[config.mk]
export PLATFORM = sky130hd
export DESIGN_NAME = serial_dac_input
export DESIGN_NICKNAME = d
export VERILOG_FILES = /design/src/core/serial_dac_pkg.sv /design/src/core/serial_dac_input.sv
export SDC_FILE = /design/constraint.sdc
export NUM_CORES = 1
export LEC_CHECK = 0
export BUFFER_PORTS_ARGS = -buffer_cell sky130_fd_sc_hd__buf_2
export CAP_MARGIN = 20
export CORE_MARGIN = 4
export CORE_UTILIZATION = 40
export DETAILED_ROUTE_END_ITERATION = 16
export GPL_TIMING_DRIVEN = 0
export MAX_ROUTING_LAYER = met4
export PLACE_DENSITY = 0.6
export SLEW_MARGIN = 5
export SYNTH_ARGS = -nofsm -noshare
export SYNTH_HDL_FRONTEND = slang
export SYNTH_SLANG_ARGS = --single-unit
[constraint.sdc]
create_clock -name clock_i -period 4.05 [get_ports clock_i]
set_input_delay 0.81 -clock clock_i [delete_from_list [all_inputs] [get_ports clock_i]]
set_output_delay 0.81 -clock clock_i [all_outputs]
set_load 0.02 [all_outputs]
[src/core/serial_dac_pkg.sv]
package serial_dac_pkg;
    localparam int WORD_W = 16;                                  // dac word width
    localparam logic [WORD_W-1:0] FULL_POS_CODE = 16'h7fff;      // +full scale
    localparam logic [WORD_W-1:0] BIPOLAR_ZERO_CODE = 16'h0000;  // zero
    localparam logic [WORD_W-1:0] FULL_NEG_CODE = 16'h8000;      // -full scale
    localparam logic [WORD_W-1:0] COMMON_LEVEL_CODE = 16'h2e5b;  // common
    localparam int SYNC_W = 3;                                   // pin sync depth
    localparam int SYNC_MSB = 2;                                 // last sync stage
    localparam int SYNC_MID = 1;                                 // second stage
    // output amplifier mode of one channel
    typedef enum logic [1:0] {
        MODE_HOLD,
        MODE_INTEGRATE,
        MODE_COMMON
    } amp_mode_t;
endpackage : serial_dac_pkg

[src/core/serial_dac_input.sv]
`timescale 1ns/100ps
module serial_dac_input (
    input  wire logic                              clock_i,
    input  wire logic                              rst_i,
    input  wire logic                              bit_clock_i,
    input  wire logic                              serial_data_i,
    input  wire logic                              word_latch_clock_i,
    input  wire logic                              channel_select_i,
    input  wire logic                              single_dac_mode_select_i,
    input  wire logic                              dac_channel_assign_i,
    output logic signed [serial_dac_pkg::WORD_W-1:0] dac_word_o,
    output logic signed [serial_dac_pkg::WORD_W-1:0] left_out_o,
    output logic signed [serial_dac_pkg::WORD_W-1:0] right_out_o,
    output logic                                   left_parked_o,
    output serial_dac_pkg::amp_mode_t              left_mode_o,
    output serial_dac_pkg::amp_mode_t              right_mode_o
);
    import serial_dac_pkg::*;

    ////////////////////////////////////////////////////////////////////////
    // pin synchronisers
    logic [SYNC_W-1:0] bclk_s_r;      // bit clock stages
    logic [SYNC_W-1:0] data_s_r;      // serial data stages
    logic [SYNC_W-1:0] wlat_s_r;      // word latch clock stages
    logic [SYNC_W-1:0] csel_s_r;      // channel select stages
    logic [SYNC_W-1:0] sdm_s_r;       // single mode stages
    logic [SYNC_W-1:0] asg_s_r;       // channel assign stages
    logic              bclk_lvl_r;    // accepted bit clock level
    logic              bclk_lvl_nxt;  // next accepted level
    logic              rise;          // one-cycle rising edge pulse

    // shift each pin through three flops
    always_ff @(posedge clock_i or posedge rst_i) begin
        if (rst_i) begin
            bclk_s_r <= '0;
            data_s_r <= '0;
            wlat_s_r <= '0;
            csel_s_r <= '0;
            sdm_s_r  <= '0;
            asg_s_r  <= '0;
        end else begin
            bclk_s_r <= {bclk_s_r[SYNC_W-2:0], bit_clock_i};
            data_s_r <= {data_s_r[SYNC_W-2:0], serial_data_i};
            wlat_s_r <= {wlat_s_r[SYNC_W-2:0], word_latch_clock_i};
            csel_s_r <= {csel_s_r[SYNC_W-2:0], channel_select_i};
            sdm_s_r  <= {sdm_s_r[SYNC_W-2:0], single_dac_mode_select_i};
            asg_s_r  <= {asg_s_r[SYNC_W-2:0], dac_channel_assign_i};
        end
    end

    // bit clock level changes once stages two and three agree
    always_comb begin
        bclk_lvl_nxt = bclk_lvl_r;
        rise         = 1'b0;
        if (bclk_s_r[SYNC_MID] == bclk_s_r[SYNC_MSB]) begin
            bclk_lvl_nxt = bclk_s_r[SYNC_MSB];
            rise = bclk_s_r[SYNC_MSB] && !bclk_lvl_r;
        end
    end

    ////////////////////////////////////////////////////////////////////////
    // serial register, latch and steering
    logic [WORD_W-1:0] shift_r;      // serial input register
    logic [WORD_W-1:0] shift_nxt;
    logic [WORD_W-1:0] dac_r;        // parallel dac register
    logic [WORD_W-1:0] dac_nxt;
    logic              wl_prev_r;    // latch level seen at last edge
    logic              wl_prev_nxt;
    logic [WORD_W-1:0] left_r;       // left amplifier value
    logic [WORD_W-1:0] left_nxt;
    logic [WORD_W-1:0] right_r;      // right amplifier value
    logic [WORD_W-1:0] right_nxt;
    logic              wl;           // sampled word latch level
    logic              cs;           // sampled channel select
    logic              sdm;          // sampled single mode
    logic              asg;          // sampled channel assign
    logic              accept;       // word accepted this phase
    logic              left_int;     // left integrates
    logic              right_int;    // right integrates

    assign wl  = wlat_s_r[SYNC_MSB];
    assign cs  = csel_s_r[SYNC_MSB];
    assign sdm = sdm_s_r[SYNC_MSB];
    assign asg = asg_s_r[SYNC_MSB];

    // channel decode from the truth table
    always_comb begin
        if (sdm) begin
            accept    = asg ? !cs : cs;
            left_int  = 1'b0;
            right_int = cs;
        end else begin
            accept    = 1'b1;
            left_int  = wl && !cs;
            right_int = wl && cs;
        end
    end

    // all state moves only on an accepted bit clock rise
    always_comb begin
        shift_nxt   = shift_r;
        dac_nxt     = dac_r;
        wl_prev_nxt = wl_prev_r;
        left_nxt    = left_r;
        right_nxt   = right_r;
        if (rise) begin
            // msb first, older bits fall off the top
            shift_nxt   = {shift_r[WORD_W-2:0], data_s_r[SYNC_MSB]};
            wl_prev_nxt = wl;
            // transfer on first edge with latch seen low, from the
            // register as it stood before this edge's shift
            if (!wl && wl_prev_r) begin
                if (accept) begin
                    dac_nxt = shift_r;
                end
            end
            if (left_int) begin
                left_nxt = dac_r;
            end
            if (right_int) begin
                right_nxt = dac_r;
            end
        end
    end

    // register serial and output state
    always_ff @(posedge clock_i or posedge rst_i) begin
        if (rst_i) begin
            bclk_lvl_r <= 1'b0;
            shift_r    <= BIPOLAR_ZERO_CODE;
            dac_r      <= BIPOLAR_ZERO_CODE;
            wl_prev_r  <= 1'b0;
            left_r     <= BIPOLAR_ZERO_CODE;
            right_r    <= BIPOLAR_ZERO_CODE;
        end else begin
            bclk_lvl_r <= bclk_lvl_nxt;
            shift_r    <= shift_nxt;
            dac_r      <= dac_nxt;
            wl_prev_r  <= wl_prev_nxt;
            left_r     <= left_nxt;
            right_r    <= right_nxt;
        end
    end

    ////////////////////////////////////////////////////////////////////////
    // outputs: signed codes, left parked at common in single mode
    assign dac_word_o    = signed'(dac_r);
    assign right_out_o   = signed'(right_r);
    assign left_out_o    = sdm ? signed'(COMMON_LEVEL_CODE)
                               : signed'(left_r);
    assign left_parked_o = sdm;
    assign left_mode_o   = sdm ? MODE_COMMON
                               : (left_int ? MODE_INTEGRATE : MODE_HOLD);
    assign right_mode_o  = right_int ? MODE_INTEGRATE : MODE_HOLD;

    ////////////////////////////////////////////////////////////////////////
    // assertions
    a_no_edge_hold: assert property (
        @(posedge clock_i) disable iff (rst_i)
        !rise |=> $stable(dac_r) && $stable(shift_r))
        else $error("dac state moved without bit clock rise");

    a_shift_msb: assert property (
        @(posedge clock_i) disable iff (rst_i)
        rise |=> shift_r[WORD_W-1:1] == $past(shift_r[WORD_W-2:0]))
        else $error("shift register lost bit order");

    a_latch_xfer: assert property (
        @(posedge clock_i) disable iff (rst_i)
        rise && !wl && wl_prev_r && accept |=> dac_r == $past(shift_r))
        else $error("word not transferred after latch fell");

    a_no_xfer_high: assert property (
        @(posedge clock_i) disable iff (rst_i)
        rise && (wl || !wl_prev_r) |=> $stable(dac_r))
        else $error("transfer without latch falling");

    a_left_parked: assert property (
        @(posedge clock_i) disable iff (rst_i)
        sdm |-> left_out_o == signed'(COMMON_LEVEL_CODE) && left_parked_o)
        else $error("left not parked in single mode");

    a_single_inhibit: assert property (
        @(posedge clock_i) disable iff (rst_i)
        rise && sdm && (asg == cs) |=> $stable(dac_r))
        else $error("inhibited word was accepted");

    a_dual_steer: assert property (
        @(posedge clock_i) disable iff (rst_i)
        rise && !sdm && !wl |=> $stable(left_r) && $stable(right_r))
        else $error("output moved while latch clock low");

    a_integrate: assert property (
        @(posedge clock_i) disable iff (rst_i)
        rise && right_int |=> right_r == $past(dac_r))
        else $error("right integrate did not take dac word");

    // new bit enters at the bottom, so the word arrives msb first
    a_shift_lsb: assert property (
        @(posedge clock_i) disable iff (rst_i)
        rise |=> shift_r[0] == $past(data_s_r[SYNC_MSB]))
        else $error("serial bit not shifted in at lsb");

    // the selected channel in single mode must really be taken
    a_single_accept: assert property (
        @(posedge clock_i) disable iff (rst_i)
        rise && sdm && (asg != cs) && !wl && wl_prev_r
            |=> dac_r == $past(shift_r))
        else $error("selected word not transferred in single mode");

    // left integrates from the dac register while latch high, select low
    a_left_steer: assert property (
        @(posedge clock_i) disable iff (rst_i)
        rise && !sdm && wl && !cs |=> left_r == $past(dac_r))
        else $error("left integrate did not take dac word");

    // hold phase keeps the right value untouched
    a_right_hold: assert property (
        @(posedge clock_i) disable iff (rst_i)
        rise && !right_int |=> $stable(right_r))
        else $error("right output moved while holding");

    // left path is disabled in single mode, its value must not move
    a_left_frozen: assert property (
        @(posedge clock_i) disable iff (rst_i)
        rise && sdm |=> $stable(left_r))
        else $error("left value moved in single mode");
endmodule : serial_dac_input

==> flow_summary_export.csv <==
group,metric,value,unit
setup_path,worstSetupPathType,"flip-flop to output pin",
clock_tree,cts_resized,0,
synth,synth.lib_cells_used.distinct,18,
die,dieArea,9260,um2
pwr,p_total,1.93,mW
routing,via_per_inst,4.59,
setup_path,rr_worst_depth,5,
setup_path,cp.buffers_inverters,3,
synth,yosysSeqAreaShare,67.5,%
worst_hold_path,hp-start,"wlat_s_r[0]$_DFF_PP0_",
clock_tree,ctsHtreeMaxLevel,3,
timing,slew_violations,0,
timing,setup-tns-final,0,ns
pwr,powerDensity,512,nW/um2
routing,drt_iter0_markers,36,
worst_hold_path,hold_class,"flip-flop to flip-flop",
worst_hold_path,hold_path_depth,0,
pwr,ir_drop,0.333,mV
die,start_util,42.0,%
clock_tree,post_cts.repair.setup_buffers,0,
final_layout,regArea,2100,um2
timing,min_period,2.49,ns
setup_path,path_delay_family,"buffers and inverters",
setup_path,r2r-end,"dac_word_o[3]$_DFFE_PP0P_",
setup_path,path_cells,"buf_6, clkbuf_1, or2_2, buf_2",
clock_tree,hold_buffers,0,
job,maxCapViolCount,0,
routing,drt_wl_total,5.19,mm
synth,ys_async_sr_fraction,100,%
grt,grt_pass1_vias,1687,
routing,first_pass_iters,3,
synth,synth_area,3110,um2
synth,synth_ff_type,"dfrtp_1",
synth,yosysTopAreaCell,"dfrtp_1",
setup_path,cpPeakStageDelay,0.40,ns
final_layout,final_nets,266,
die,fp.dieH,96.2,um
synth,yosysWarnings,0,
timing,post-route-period-util,61.5,%
clock_tree,cts-root-buf,"clkbuf_8",
grt,antenna_found_initial,0,
worst_hold_path,hold_end,"wlat_s_r[1]$_DFF_PP0_",
final_layout,diodes,0,
synth,avgSynthCellArea,16.6,um2
status,status,"finished, final reports clean",
routing,drcViolationCount,0,
synth,synth_area_leaders,"dfrtp_1, mux2_2, or2_2",
setup_path,reg2reg_from,"bclk_lvl_r$_DFFE_PP0N_",
pwr,p_leak,1.98,nW
timing,worst_pin_slew,0.639,ns
routing,vias,1662,
die,core_area,7410,um2
timing,hold_violations,0,
setup_path,start_kind,"flip-flop",
timing,setup_viol,0,
placement,port_buffers,59,
die,rows,31,
timing,max_freq,402,MHz
grt,grt_use_total,13.1,%
setup_path,crit_slowest_cell,"dfrtp_1",
grt,grt_max_degree,68,
routing,wl_per_cell,14.3,um
synth,syn_inst,187,
setup_path,end_kind,"output pin",
final_layout,multi_input_comb_area,926,um2
setup_path,required,3.24,ns
grt,globalRouteOverflowTotal,0,
die,io_pins,61,
placement,gp_congestion,0.685,
final_layout,area_growth,20.9,%
timing,clock_skew,0.00850,ns
synth,synth-edff-count,0,
timing,relSlewSlack,57.4,%
synth,ys_ff_latch,84,
clock_tree,cts_buffers,9,
synth,synth_fp_nets,195,
setup_path,worstPathArrival,1.68,ns
final_layout,drive_above_1_share,61.6,%
die,fp.dieW,96.2,um
setup_path,cp_max_fo,10,
final_layout,fillers,655,
clock_tree,cts_tree,"yes",
clock_tree,clockBufferDepth,2,
timing,grt_setup_unrepaired,"false",
synth,synth_top_area_share,67.5,%
clock_tree,cts.sinks,84,
grt,grt_pass1_wl,8.67,mm
routing,ant_nets,0,
setup_path,r2r_setup_slack,1.97,ns
clock_tree,worst_skew_pair.late_latency,0.34,ns
placement,post-dp-hpwl,3.50,mm
clock_tree,clk_pin_slew_worst_paths,0.08,ns
==> flip-flops by register name, summed over array words and instances (netlist names), 3 cells and up <==
name	flops
left_r	16
csel_s_r	3
shift_r	16
bclk_s_r	3
wlat_s_r	3
asg_s_r	3
data_s_r	3
right_out_o	16
sdm_s_r	3
dac_word_o	16
==> cell type report <==
| class | instances | share of cell area (%) |
|---|---|---|
| flip-flops and latches | 84 | 55.9 |
| multi-input cells | 90 | 24.6 |
| repair buffers | 60 | 8.58 |
| clock buffers | 10 | 3.66 |
| well taps | 99 | 3.29 |
| plain buffers | 11 | 2.06 |
| clock inverters | 6 | 1.70 |
| inverters | 2 | 0.266 |
==> cells in the final DEF, fill, tap and decap left out <==
| master | n |
|---|---|
| maj3_1 | 1 |
| clkbuf_1 | 1 |
| xnor2_1 | 1 |
| nor3b_1 | 1 |
| nor2b_1 | 8 |
| buf_2 | 61 |
| a2111oi_4 | 1 |
| inv_4 | 1 |
| clkinvlp_4 | 2 |
| o21a_1 | 1 |
| mux2_2 | 65 |
| clkbuf_8 | 10 |
| buf_1 | 1 |
| bufinv_16 | 1 |
| clkinv_4 | 1 |
| conb_1 | 1 |
| clkinv_2 | 2 |
| dfrtp_1 | 84 |
| inv_1 | 1 |
| nand4b_2 | 1 |
| or2_2 | 9 |
| buf_4 | 5 |
| nand3b_1 | 1 |
| buf_16 | 1 |
| buf_6 | 2 |
==> metal layers <==
layer,up-vias,global-route usage (%),part of all wire (%)
li1,778,-,-
met5,-,-,0
met3,7,3.75,5.4
met4,0,5.69,1.3
met2,41,19.3,48
met1,836,16.9,45
==> worst max path at each step <==
stage	startpoint	end	slack (ns)	cells after the start
2_1_floorplan	rst_i	asg_s_r[0]$_DFF_PP0_	1.07	1
3_3_place_gp	rst_i	left_r[6]$_DFFE_PP0P_	0.09	2
3_5_place_dp	sdm_s_r[2]$_DFF_PP0_	left_out_o[3]	1.91	4
4_1_cts	sdm_s_r[2]$_DFF_PP0_	left_out_o[1]	1.51	4
5_1_grt	sdm_s_r[2]$_DFF_PP0_	left_out_o[1]	1.43	4
6_report	sdm_s_r[2]$_DFF_PP0_	left_out_o[3]	1.56	4
==> stage by stage <==
step	hold slack (ns)	setup WS, ns	cell area [um2]	utilization, %	instances
3_3_place_gp	0.332	0.0874	3530	47.7	345
2_1_floorplan	0.331	1.07	3110	-	187
4_1_cts	0.354	1.51	3760	50.8	362
5_1_grt	0.359	1.43	3760	50.8	362
3_5_place_dp	0.335	1.91	3560	48.1	346
6_report	0.353	1.56	3760	50.8	362
==> report_power, final <==
group	switching [mW]	internal, mW	total (mW)
registers	0.0782	0.955	1.03
clock network	0.286	0.300	0.587
logic	0.161	0.146	0.307
total	0.526	1.40	1.93
==> cells in the mapped netlist, drive strengths merged (2+ instances only) <==
library cell	number
inv	2
or2	9
mux2	65
dfrtp	84
buf	10
nor2b	8
==> logic make-up (layout without fill, tap and decap cells) <==
family          Yosys count  in the layout  share of synthesized area (%)
flops                    84             84                           67.5
mux                      65             65                           23.5
simple gates             20             20                           4.38
buf+inv                  13             89                           2.73
compound gates            2              2                           1.13
fa+ha+maj                 1              1                          0.322
other cells               1              1                          0.120
xor+xnor                  1              1                          0.281
(Power assumes the default switching activity.)
